`src/verilog/rcm_defs.svh`:
```
// register map, field positions, reset values and timing counts of the mode control block
`ifndef RCM_DEFS_SVH
`define RCM_DEFS_SVH
// register byte offsets
`define RCM_OFF_CTRL    8'h00
`define RCM_OFF_FREQ    8'h04
`define RCM_OFF_TRIM    8'h08
`define RCM_OFF_FBDIV   8'h0C
`define RCM_OFF_BW      8'h10
`define RCM_OFF_STATUS  8'h14
`define RCM_OFF_PHERR   8'h18
`define RCM_OFF_FBADJ   8'h1C
// control register fields
`define RCM_CTRL_W      5
`define RCM_CTRL_INBUF  0
`define RCM_CTRL_OSTART 1
`define RCM_CTRL_LOCK   2
`define RCM_CTRL_DPLL   3
`define RCM_CTRL_REFSRC 4
`define RCM_CTRL_RST    5'h00
// other reset values and widths
`define RCM_FBDIV_W     8
`define RCM_FBDIV_RST   8'h64
`define RCM_BW_W        4
`define RCM_BW_RST      4'h8
`define RCM_SCALE_LSB   8
`define RCM_ERR_W       16
`define RCM_FILT_W      24
`define RCM_NBLK        4
// status register fields
`define RCM_ST_DONE     0
`define RCM_ST_FAIL     1
`define RCM_ST_JA       2
`define RCM_ST_BLK      4
// gap between two block releases
`define RCM_CLK_NS      10
`define RCM_STAGE_NS    100
`define RCM_STAGE_CYC   ((`RCM_STAGE_NS + `RCM_CLK_NS - 1) / `RCM_CLK_NS)
`define RCM_GAP_W       4
`endif

```
`src/verilog/rcm_pkg.sv`:
```
// types shared by the mode and startup control block
`default_nettype none
package rcm_pkg;
	// startup sequencer states
	typedef enum logic [1:0] {
		SEQ_HOLD,
		SEQ_STAGE,
		SEQ_CAL,
		SEQ_RUN
	} rcm_seq_t;
endpackage : rcm_pkg
`default_nettype wire

```
`src/verilog/rcm_ctrl.sv`:
```
// clock mode selection, oscillator control, digital loop and startup reset sequencing
`include "rcm_defs.svh"
`default_nettype none
module rcm_ctrl
	import rcm_pkg::*;
(
	input  wire logic                 clk_in,           // system clock, 100 MHz
	input  wire logic                 nrst_in,          // asynchronous reset, active low
	input  wire logic                 hsel_in,          // ahb slave select
	input  wire logic [31:0]          haddr_in,         // ahb address
	input  wire logic [1:0]           htrans_in,        // ahb transfer type
	input  wire logic                 hwrite_in,        // ahb write
	input  wire logic [2:0]           hsize_in,         // ahb size, words only
	input  wire logic [31:0]          hwdata_in,        // ahb write data
	input  wire logic                 hready_in,        // ahb bus ready
	output logic                      hreadyout_out,    // ahb slave ready
	output logic                      hresp_out,        // ahb response, always okay
	output logic [31:0]               hrdata_out,       // ahb read data
	input  wire logic                 regs_stable_in,   // regulators report stable
	input  wire logic                 cal_finish_in,    // bias calibration finished pulse
	input  wire logic                 cal_error_in,     // bias calibration problem
	input  wire logic                 ref_tick_in,      // reference clock edge pulse
	input  wire logic                 fb_tick_in,       // analog loop output edge pulse
	output logic [`RCM_NBLK-1:0]      blk_rst_n_out,    // per block reset, active low
	output logic                      ref_pad_en_out,   // reference input pad enable
	output logic                      ref_src_sel_out,  // 0 crystal, 1 reference input
	output logic                      dpll_pwr_en_out,  // digital loop power enable
	output logic                      jitter_cleanup_mode_out, // cleanup mode active
	output logic [31:0]               fb_adjust_out     // feedback divider adjustment
);
	// reset release through two flops
	logic                      rst_s1_r;         // first reset stage
	logic                      rst_n;            // synchronised reset
	always_ff @(posedge clk_in or negedge nrst_in) begin
		if (!nrst_in) begin
			rst_s1_r <= 1'b0;
			rst_n    <= 1'b0;
		end else begin
			rst_s1_r <= 1'b1;
			rst_n    <= rst_s1_r;
		end
	end

	// bus state
	logic                      ph_r, ph_nxt;     // data phase pending
	logic                      wr_r, wr_nxt;     // pending access is a write
	logic                      rdw_r, rdw_nxt;   // read wait cycle done
	logic [7:0]                adr_r, adr_nxt;   // pending byte offset
	logic [31:0]               rd_r, rd_nxt;     // read data register
	// software registers
	logic [`RCM_CTRL_W-1:0]    ctrl_r, ctrl_nxt;   // mode controls
	logic [31:0]               freq_r, freq_nxt;   // control word, lsb 2^-40
	logic [31:0]               trim_r, trim_nxt;   // crystal offset trim
	logic [`RCM_FBDIV_W-1:0]   fbdiv_r, fbdiv_nxt; // feedback divide ratio
	logic [`RCM_BW_W-1:0]      bw_r, bw_nxt;       // loop filter shift
	// derived signals
	logic                      ja;               // cleanup mode active
	logic                      wr_go;            // write data phase ends
	logic                      rd_go;            // read data is being loaded
	logic [31:0]               status;           // status word
	logic [31:0]               rd_mux;           // read selection

	// cleanup mode needs inbuf, ostart, lock and dpll set; refsrc plays no part
	assign ja = ctrl_r[`RCM_CTRL_INBUF] & ctrl_r[`RCM_CTRL_OSTART]
		& ctrl_r[`RCM_CTRL_LOCK] & ctrl_r[`RCM_CTRL_DPLL];
	assign wr_go = ph_r & wr_r;
	assign rd_go = ph_r & !wr_r & !rdw_r;
	assign hreadyout_out = !(ph_r & !wr_r & !rdw_r);
	assign hresp_out = 1'b0;
	assign hrdata_out = rd_r;

	// sequencer and calibration state
	rcm_seq_t                  seq_r, seq_nxt;   // startup state
	logic [1:0]                idx_r, idx_nxt;   // next block to release
	logic [`RCM_GAP_W-1:0]     gap_r, gap_nxt;   // release spacing counter
	logic [`RCM_NBLK-1:0]      blk_r, blk_nxt;   // block reset lines
	logic                      done_r, done_nxt; // calibration complete
	logic                      fail_r, fail_nxt; // calibration failure
	// digital loop state, declared ahead of the read mux that shows it
	logic signed [`RCM_ERR_W-1:0]  err_r, err_nxt;   // phase error count
	logic signed [`RCM_FILT_W-1:0] filt_r, filt_nxt; // filtered error
	logic signed [`RCM_FILT_W-1:0] diff;             // error minus filter
	logic [39:0]                   prod;             // word times ratio
	logic [31:0]                   adj_r, adj_nxt;   // applied adjustment
	// a one-bit signed literal would read as minus one, so the step is sized
	localparam logic signed [`RCM_ERR_W-1:0] ERR_ONE = `RCM_ERR_W'(1); // one phase step

	// status and read mux
	always_comb begin
		status = '0;
		status[`RCM_ST_DONE] = done_r;
		status[`RCM_ST_FAIL] = fail_r;
		status[`RCM_ST_JA]   = ja;
		status[`RCM_ST_BLK +: `RCM_NBLK] = blk_r;
		rd_mux = '0;
		unique case (adr_r)
			`RCM_OFF_CTRL:   rd_mux[`RCM_CTRL_W-1:0] = ctrl_r;
			`RCM_OFF_FREQ:   rd_mux = freq_r;
			`RCM_OFF_TRIM:   rd_mux = trim_r;
			`RCM_OFF_FBDIV:  rd_mux[`RCM_FBDIV_W-1:0] = fbdiv_r;
			`RCM_OFF_BW:     rd_mux[`RCM_BW_W-1:0] = bw_r;
			`RCM_OFF_STATUS: rd_mux = status;
			`RCM_OFF_PHERR:  rd_mux = 32'(signed'(err_r));
			`RCM_OFF_FBADJ:  rd_mux = fb_adjust_out;
			default:         rd_mux = '0; // unmapped reads zero
		endcase
	end

	// bus and register next values
	always_comb begin
		ph_nxt   = ph_r;
		wr_nxt   = wr_r;
		adr_nxt  = adr_r;
		rdw_nxt  = rdw_r;
		rd_nxt   = rd_r;
		ctrl_nxt = ctrl_r;
		freq_nxt = freq_r;
		trim_nxt = trim_r;
		fbdiv_nxt = fbdiv_r;
		bw_nxt   = bw_r;
		// data phase: reads take one wait cycle to load the flop
		if (rd_go) begin
			rd_nxt  = rd_mux;
			rdw_nxt = 1'b1;
		end
		if (wr_go) begin
			unique case (adr_r)
				`RCM_OFF_CTRL:  ctrl_nxt = hwdata_in[`RCM_CTRL_W-1:0];
				`RCM_OFF_FREQ:  if (!ja) freq_nxt = hwdata_in;
				`RCM_OFF_TRIM:  trim_nxt = hwdata_in;
				`RCM_OFF_FBDIV: fbdiv_nxt = hwdata_in[`RCM_FBDIV_W-1:0];
				`RCM_OFF_BW:    bw_nxt = hwdata_in[`RCM_BW_W-1:0];
				default:        ; // status and others ignore writes
			endcase
		end
		if (hreadyout_out) begin
			ph_nxt  = hsel_in & hready_in & htrans_in[1];
			wr_nxt  = hwrite_in;
			adr_nxt = haddr_in[7:0];
			rdw_nxt = 1'b0;
		end
	end

	// bus and register flops
	always_ff @(posedge clk_in or negedge rst_n) begin
		if (!rst_n) begin
			ph_r    <= 1'b0;
			wr_r    <= 1'b0;
			rdw_r   <= 1'b0;
			adr_r   <= 8'h00;
			rd_r    <= 32'h0;
			ctrl_r  <= `RCM_CTRL_RST;
			freq_r  <= 32'h0;
			trim_r  <= 32'h0;
			fbdiv_r <= `RCM_FBDIV_RST;
			bw_r    <= `RCM_BW_RST;
		end else begin
			ph_r    <= ph_nxt;
			wr_r    <= wr_nxt;
			rdw_r   <= rdw_nxt;
			adr_r   <= adr_nxt;
			rd_r    <= rd_nxt;
			ctrl_r  <= ctrl_nxt;
			freq_r  <= freq_nxt;
			trim_r  <= trim_nxt;
			fbdiv_r <= fbdiv_nxt;
			bw_r    <= bw_nxt;
		end
	end

	// startup sequencer: hold, release bias, calibrate, release the rest
	always_comb begin
		seq_nxt  = seq_r;
		idx_nxt  = idx_r;
		gap_nxt  = gap_r;
		blk_nxt  = blk_r;
		done_nxt = done_r;
		fail_nxt = fail_r;
		unique case (seq_r)
			SEQ_HOLD: begin
				if (regs_stable_in) begin
					seq_nxt = SEQ_STAGE;
					gap_nxt = '0;
				end
			end
			SEQ_STAGE: begin
				if (gap_r == `RCM_GAP_W'(`RCM_STAGE_CYC - 1)) begin
					blk_nxt[idx_r] = 1'b1;
					gap_nxt = '0;
					idx_nxt = idx_r + 2'd1;
					if (idx_r == 2'd0)
						seq_nxt = SEQ_CAL;
					else if (idx_r == 2'(`RCM_NBLK - 1))
						seq_nxt = SEQ_RUN;
				end else begin
					gap_nxt = gap_r + 1'b1;
				end
			end
			SEQ_CAL: begin
				if (cal_finish_in) begin
					done_nxt = 1'b1;
					if (cal_error_in)
						fail_nxt = 1'b1;
					seq_nxt = SEQ_STAGE; // startup goes on either way
				end
			end
			SEQ_RUN: ;
		endcase
		// regulators dropping puts every block back in reset
		if (!regs_stable_in) begin
			seq_nxt = SEQ_HOLD;
			blk_nxt = '0;
			idx_nxt = '0;
		end
	end

	// sequencer flops
	always_ff @(posedge clk_in or negedge rst_n) begin
		if (!rst_n) begin
			seq_r  <= SEQ_HOLD;
			idx_r  <= 2'd0;
			gap_r  <= '0;
			blk_r  <= '0;
			done_r <= 1'b0;
			fail_r <= 1'b0;
		end else begin
			seq_r  <= seq_nxt;
			idx_r  <= idx_nxt;
			gap_r  <= gap_nxt;
			blk_r  <= blk_nxt;
			done_r <= done_nxt;
			fail_r <= fail_nxt;
		end
	end
	assign blk_rst_n_out = blk_r;

	// digital loop and feedback adjustment
	always_comb begin
		err_nxt  = '0;
		filt_nxt = '0;
		diff     = `RCM_FILT_W'(err_r) - filt_r;
		prod     = freq_r * fbdiv_r;
		if (ja) begin
			// count reference edges up and output edges down
			err_nxt = err_r;
			if (ref_tick_in & !fb_tick_in)
				err_nxt = err_r + ERR_ONE;
			else if (fb_tick_in & !ref_tick_in)
				err_nxt = err_r - ERR_ONE;
			filt_nxt = filt_r + (diff >>> bw_r);
			adj_nxt  = 32'(filt_r) + trim_r;
		end else begin
			// loop bypassed, reference ignored
			adj_nxt = prod[`RCM_SCALE_LSB +: 32] + trim_r;
		end
	end

	// loop flops
	always_ff @(posedge clk_in or negedge rst_n) begin
		if (!rst_n) begin
			err_r  <= '0;
			filt_r <= '0;
			adj_r  <= 32'h0;
		end else begin
			err_r  <= err_nxt;
			filt_r <= filt_nxt;
			adj_r  <= adj_nxt;
		end
	end
	assign fb_adjust_out = adj_r;
	assign ref_pad_en_out = ctrl_r[`RCM_CTRL_INBUF];
	assign ref_src_sel_out = ctrl_r[`RCM_CTRL_REFSRC];
	assign dpll_pwr_en_out = ctrl_r[`RCM_CTRL_DPLL];
	assign jitter_cleanup_mode_out = ja;

	// checks
	localparam int STAGE_GAP = `RCM_STAGE_CYC; // release spacing in cycles
endmodule : rcm_ctrl
`default_nettype wire

```
`config.mk`:
```
export PLATFORM = sky130hd
export DESIGN_NAME = rcm_ctrl
export DESIGN_NICKNAME = d
export VERILOG_FILES = /design/src/verilog/rcm_pkg.sv /design/src/verilog/rcm_ctrl.sv
export VERILOG_INCLUDE_DIRS = /design/src /design/src/verilog
export SDC_FILE = /design/constraint.sdc
export NUM_CORES = 1
export LEC_CHECK = 0
export BUFFER_PORTS_ARGS = -buffer_cell sky130_fd_sc_hd__buf_4
export CAP_MARGIN = 30
export CORE_AREA = 2 2 229 231
export CTS_CLUSTER_SIZE = 25
export DETAILED_ROUTE_END_ITERATION = 8
export DIE_AREA = 0 0 231 233
export GPL_TIMING_DRIVEN = 1
export MAX_ROUTING_LAYER = met4
export PLACE_DENSITY = 0.6
export SYNTH_ARGS = -nofsm -noshare
export SYNTH_HDL_FRONTEND = slang
export SYNTH_SLANG_ARGS = --single-unit
```
`constraint.sdc`:
```
create_clock -name clk_in -period 12.3 [get_ports clk_in]
set_input_delay 3.69 -clock clk_in [delete_from_list [all_inputs] [get_ports clk_in]]
set_output_delay 3.69 -clock clk_in [all_outputs]
set_load 0.1 [all_outputs]
```
==> reports/results.tsv <==
metric	value	unit
run status	complete, no violations	
actual transition at the worst max-transition pin	1.083	ns
clock skew after layout	0.01381	ns
overall via count from detail_route	17560	
distinct cell type count of the synthesized netlist	95	
Die Span Y	233	um
YS warnings	0	
critical path startpoint category	flop	
remaining routing DRC violations	0	
starting density of the core	42.73	%
total congestion overflow after global routing	0	
pin count of the biggest net entering global routing	72	
mean routed wirelength per cell	20.19	um
root buffer cell	clkbuf_16	
fraction of registers with async set/reset	100.0	%
latest clock arrival within the worst-skew pair	0.56	ns
total number of placement rows	83	
crit-path most repeated cell	fa_1	
Total Die Area	53820	sq um
Bufs on Longest Clock Path	3	
Post-DRT Antenna Nets	0	
TritonCTS clock tree	yes	
Routed Wire Length	62790	um
data required time of the critical path	12.74	ns
Max Fanout on Critical Path	34	
I/O pin count	153	
critical path start-end classification	flop to flop	
netlist area before placement	21830	sq um
number of nets in the final layout	2837	
total of max-cap violations	0	
per-instance average area after synthesis	9.306	sq um
First DRT Iteration DRCs	1304	
number of instances in the synthesized netlist	2346	
r2r startpoint	fbdiv_r[5]	
sequential-to-total area share from yosys stat	24.32	%
CP Capture Type	flop	
top_reg_cell synth	dfrtp_1	
leading cell type in the layout, fill and taps excluded	inv_1	
critical path arrival	8.63	ns
cell depth of the worst flop-to-flop path	26	
library cell contributing the largest single delay on the critical path	dfstp_2	
number of global-route vias before repair	17820	
cell leakage power	0.01165	uW
fraction of layout instances using a drive strength above 1	13.99	%
setup_tns	0	ns
number of antenna violations at the first check in global routing	1	
placeable core region	51090	sq um
Fillers	4806	
Hold Buf Count CTS	0	
count of antenna diodes in the layout	0	
number of I/O port buffers	123	
first drt pass iteration count	8	
count of flip-flops with a built-in enable after synthesis	0	
count of final setup violators	0	
Peak Freq	122.1	MHz
utilization after layout	47.54	%
CTS Sinks	212	
Die Span X	231	um
period utilization	66.59	%
fin. max-slew vios	0	
total power density per cell area	250.8	nW/um^2
Area growth, synth to finish	11.27	%
Worst path max stage delay	0.98	ns
worst setup path startpoint	fbdiv_r[5]	
global router's overall resource usage	24.18	%
worst slew margin relative to its limit	27.77	%
Post-DP HPWL	47930	um
CTS H-Tree Depth	1	
total of flip-flops plus latches after synthesis	212	
clock transition time at the flip-flop clock pins of the worst setup and hold paths	0.06	ns
peak supply drop	0.1555	mV
final weighted congestion in routability-driven placement	0.9458	
class of the tightest hold or removal check	flop to asynchronous set/reset pin	
global-route wire length before repair	99550	um
leading cell types in the layout, fill and taps excluded	inv_1 (226), nand2_1 (219), and2_1 (208), dfrtp_1 (207), fa_1 (183)	
DR vias/cell	5.647	
post-cts resize count	0	
nets in the synthesized netlist	2772	
RSZ-0062 raised after global routing	no	
post-CTS setup-driven buffer insertion count	0	
Inserted Clock Buffers	27	
post-route minimum period	8.191	ns
Final Hold Viols	0	
==> worst paths after layout <==
check	slack, ns	to
setup / recovery	4.11	fb_adjust_out[29]
hold / removal	0.28	err_r[13]
setup reg to reg	4.11	fb_adjust_out[29]
hold reg to reg	0.28	err_r[13]
max in group asynchronous	9.30	rst_n
min in group clk_in	0.35	rst_n
==> registers in the layout, indices dropped and copies added, names as in the netlist, 4 cells and up <==
signal / cells
fb_adjust_out: 32
freq_r: 32
hrdata_out: 32
trim_r: 32
filt_r: 24
err_r: 16
adr_r: 8
fbdiv_r: 8
ctrl_r: 5
blk_rst_n_out: 4
bw_r: 4
gap_r: 4
==> area by class of cell <==
| type | instances | area [sq um] | share of cell area (%) |
|---|---|---|---|
| Sequential cell | 212 | 5314 | 21.87 |
| Timing Repair Buffer | 144 | 1125 | 4.630 |
| Multi-Input combinational cell | 1797 | 15250 | 62.80 |
| Inverter | 229 | 859.6 | 3.539 |
| Clock inverter | 15 | 160.2 | 0.6593 |
| Tap cell | 680 | 850.8 | 3.502 |
| Clock buffer | 33 | 728.2 | 2.998 |
==> worst max-delay path, delay by kind of cell, from the launching register on <==
| family | cells | cell delay [ns] |
|---|---|---|
| fa+ha+maj | 6 | 2.72 |
| compound gates | 11 | 2.72 |
| simple gates | 8 | 1.56 |
| flops | 1 | 0.98 |
| buf+inv | 1 | 0.06 |
==> report_power, final <==
group	internal (uW)	total (uW)	switching, uW	leakage (uW)
Clock	467	796	329	0.000436
Sequential	802	937	135	0.00274
Combinational	1700	4360	2660	0.00848
Total	2960	6090	3130	0.0117
==> Yosys cell counts, drive strengths merged (9+ instances only) <==
| master | instances | area, sq um |
|---|---|---|
| fa | 183 | 3664 |
| nand2b | 16 | 100.1 |
| mux4 | 9 | 202.7 |
| dfrtp | 208 | 5205 |
| a21o | 60 | 450.4 |
| o21ai | 114 | 585.6 |
| a222oi | 12 | 120.1 |
| xnor2 | 74 | 655.6 |
| a21oi | 134 | 700.7 |
| a211oi | 35 | 307.8 |
| nor2 | 117 | 439.2 |
| mux2i | 29 | 290.3 |
| a22o | 23 | 201.4 |
| nand4 | 16 | 100.1 |
| and2 | 208 | 1301 |
| nor3 | 32 | 176.4 |
| xor2 | 35 | 306.5 |
| clkbuf | 91 | 341.6 |
| ha | 164 | 2052 |
| o21a | 13 | 97.59 |
| a31oi | 16 | 121.4 |
| a22oi | 9 | 67.56 |
| inv | 227 | 852.1 |
| nor2b | 25 | 156.4 |
| o31ai | 10 | 90.09 |
| mux2 | 92 | 1036 |
| and3 | 11 | 70.07 |
| nand3 | 23 | 120.1 |
| nand2 | 219 | 822.0 |
| buf | 17 | 83.83 |
==> logic make-up (layout without fill, tap and decap cells) <==
family                     after synthesis  in the layout  synth area share, %
DFF                                    212            212                24.32
and+or+nand+nor                        699            699                16.12
xor gates and xnor gates               109            109                4.407
AOI/OAI and AO/OA                      510            510                16.05
muxes                                  130            130                7.003
buffers and inverters                  337            421                5.886
other                                    2              2              0.03440
adders and majority gates              347            347                26.18
==> metal layers <==
metal / GRT usage, % / up-vias / share of wire (%)
li1: - / 8125 / -
met5: - / - / 0
met1: 33.82 / 8825 / 46
met2: 37.54 / 515 / 46
met4: 6.593 / 0 / 2.3
met3: 2.377 / 96 / 6.0
==> metrics by stage <==
stage | cell area (sq um) | total power, uW | instances | worst slack (ns) | hold WS, ns
2_1_floorplan | 21830 | 4246 | 2346 | 5.285 | 0.3312
3_3_place_gp | 23340 | 5149 | 3059 | 4.340 | 0.3353
3_5_place_dp | 23380 | 5216 | 3061 | 4.178 | 0.2865
4_1_cts | 24260 | 6060 | 3109 | 4.125 | 0.2920
5_1_grt | 24290 | 6578 | 3110 | 3.651 | 0.3110
6_report | 24290 | 6092 | 3110 | 4.109 | 0.2803
(Power assumes the default switching activity.)
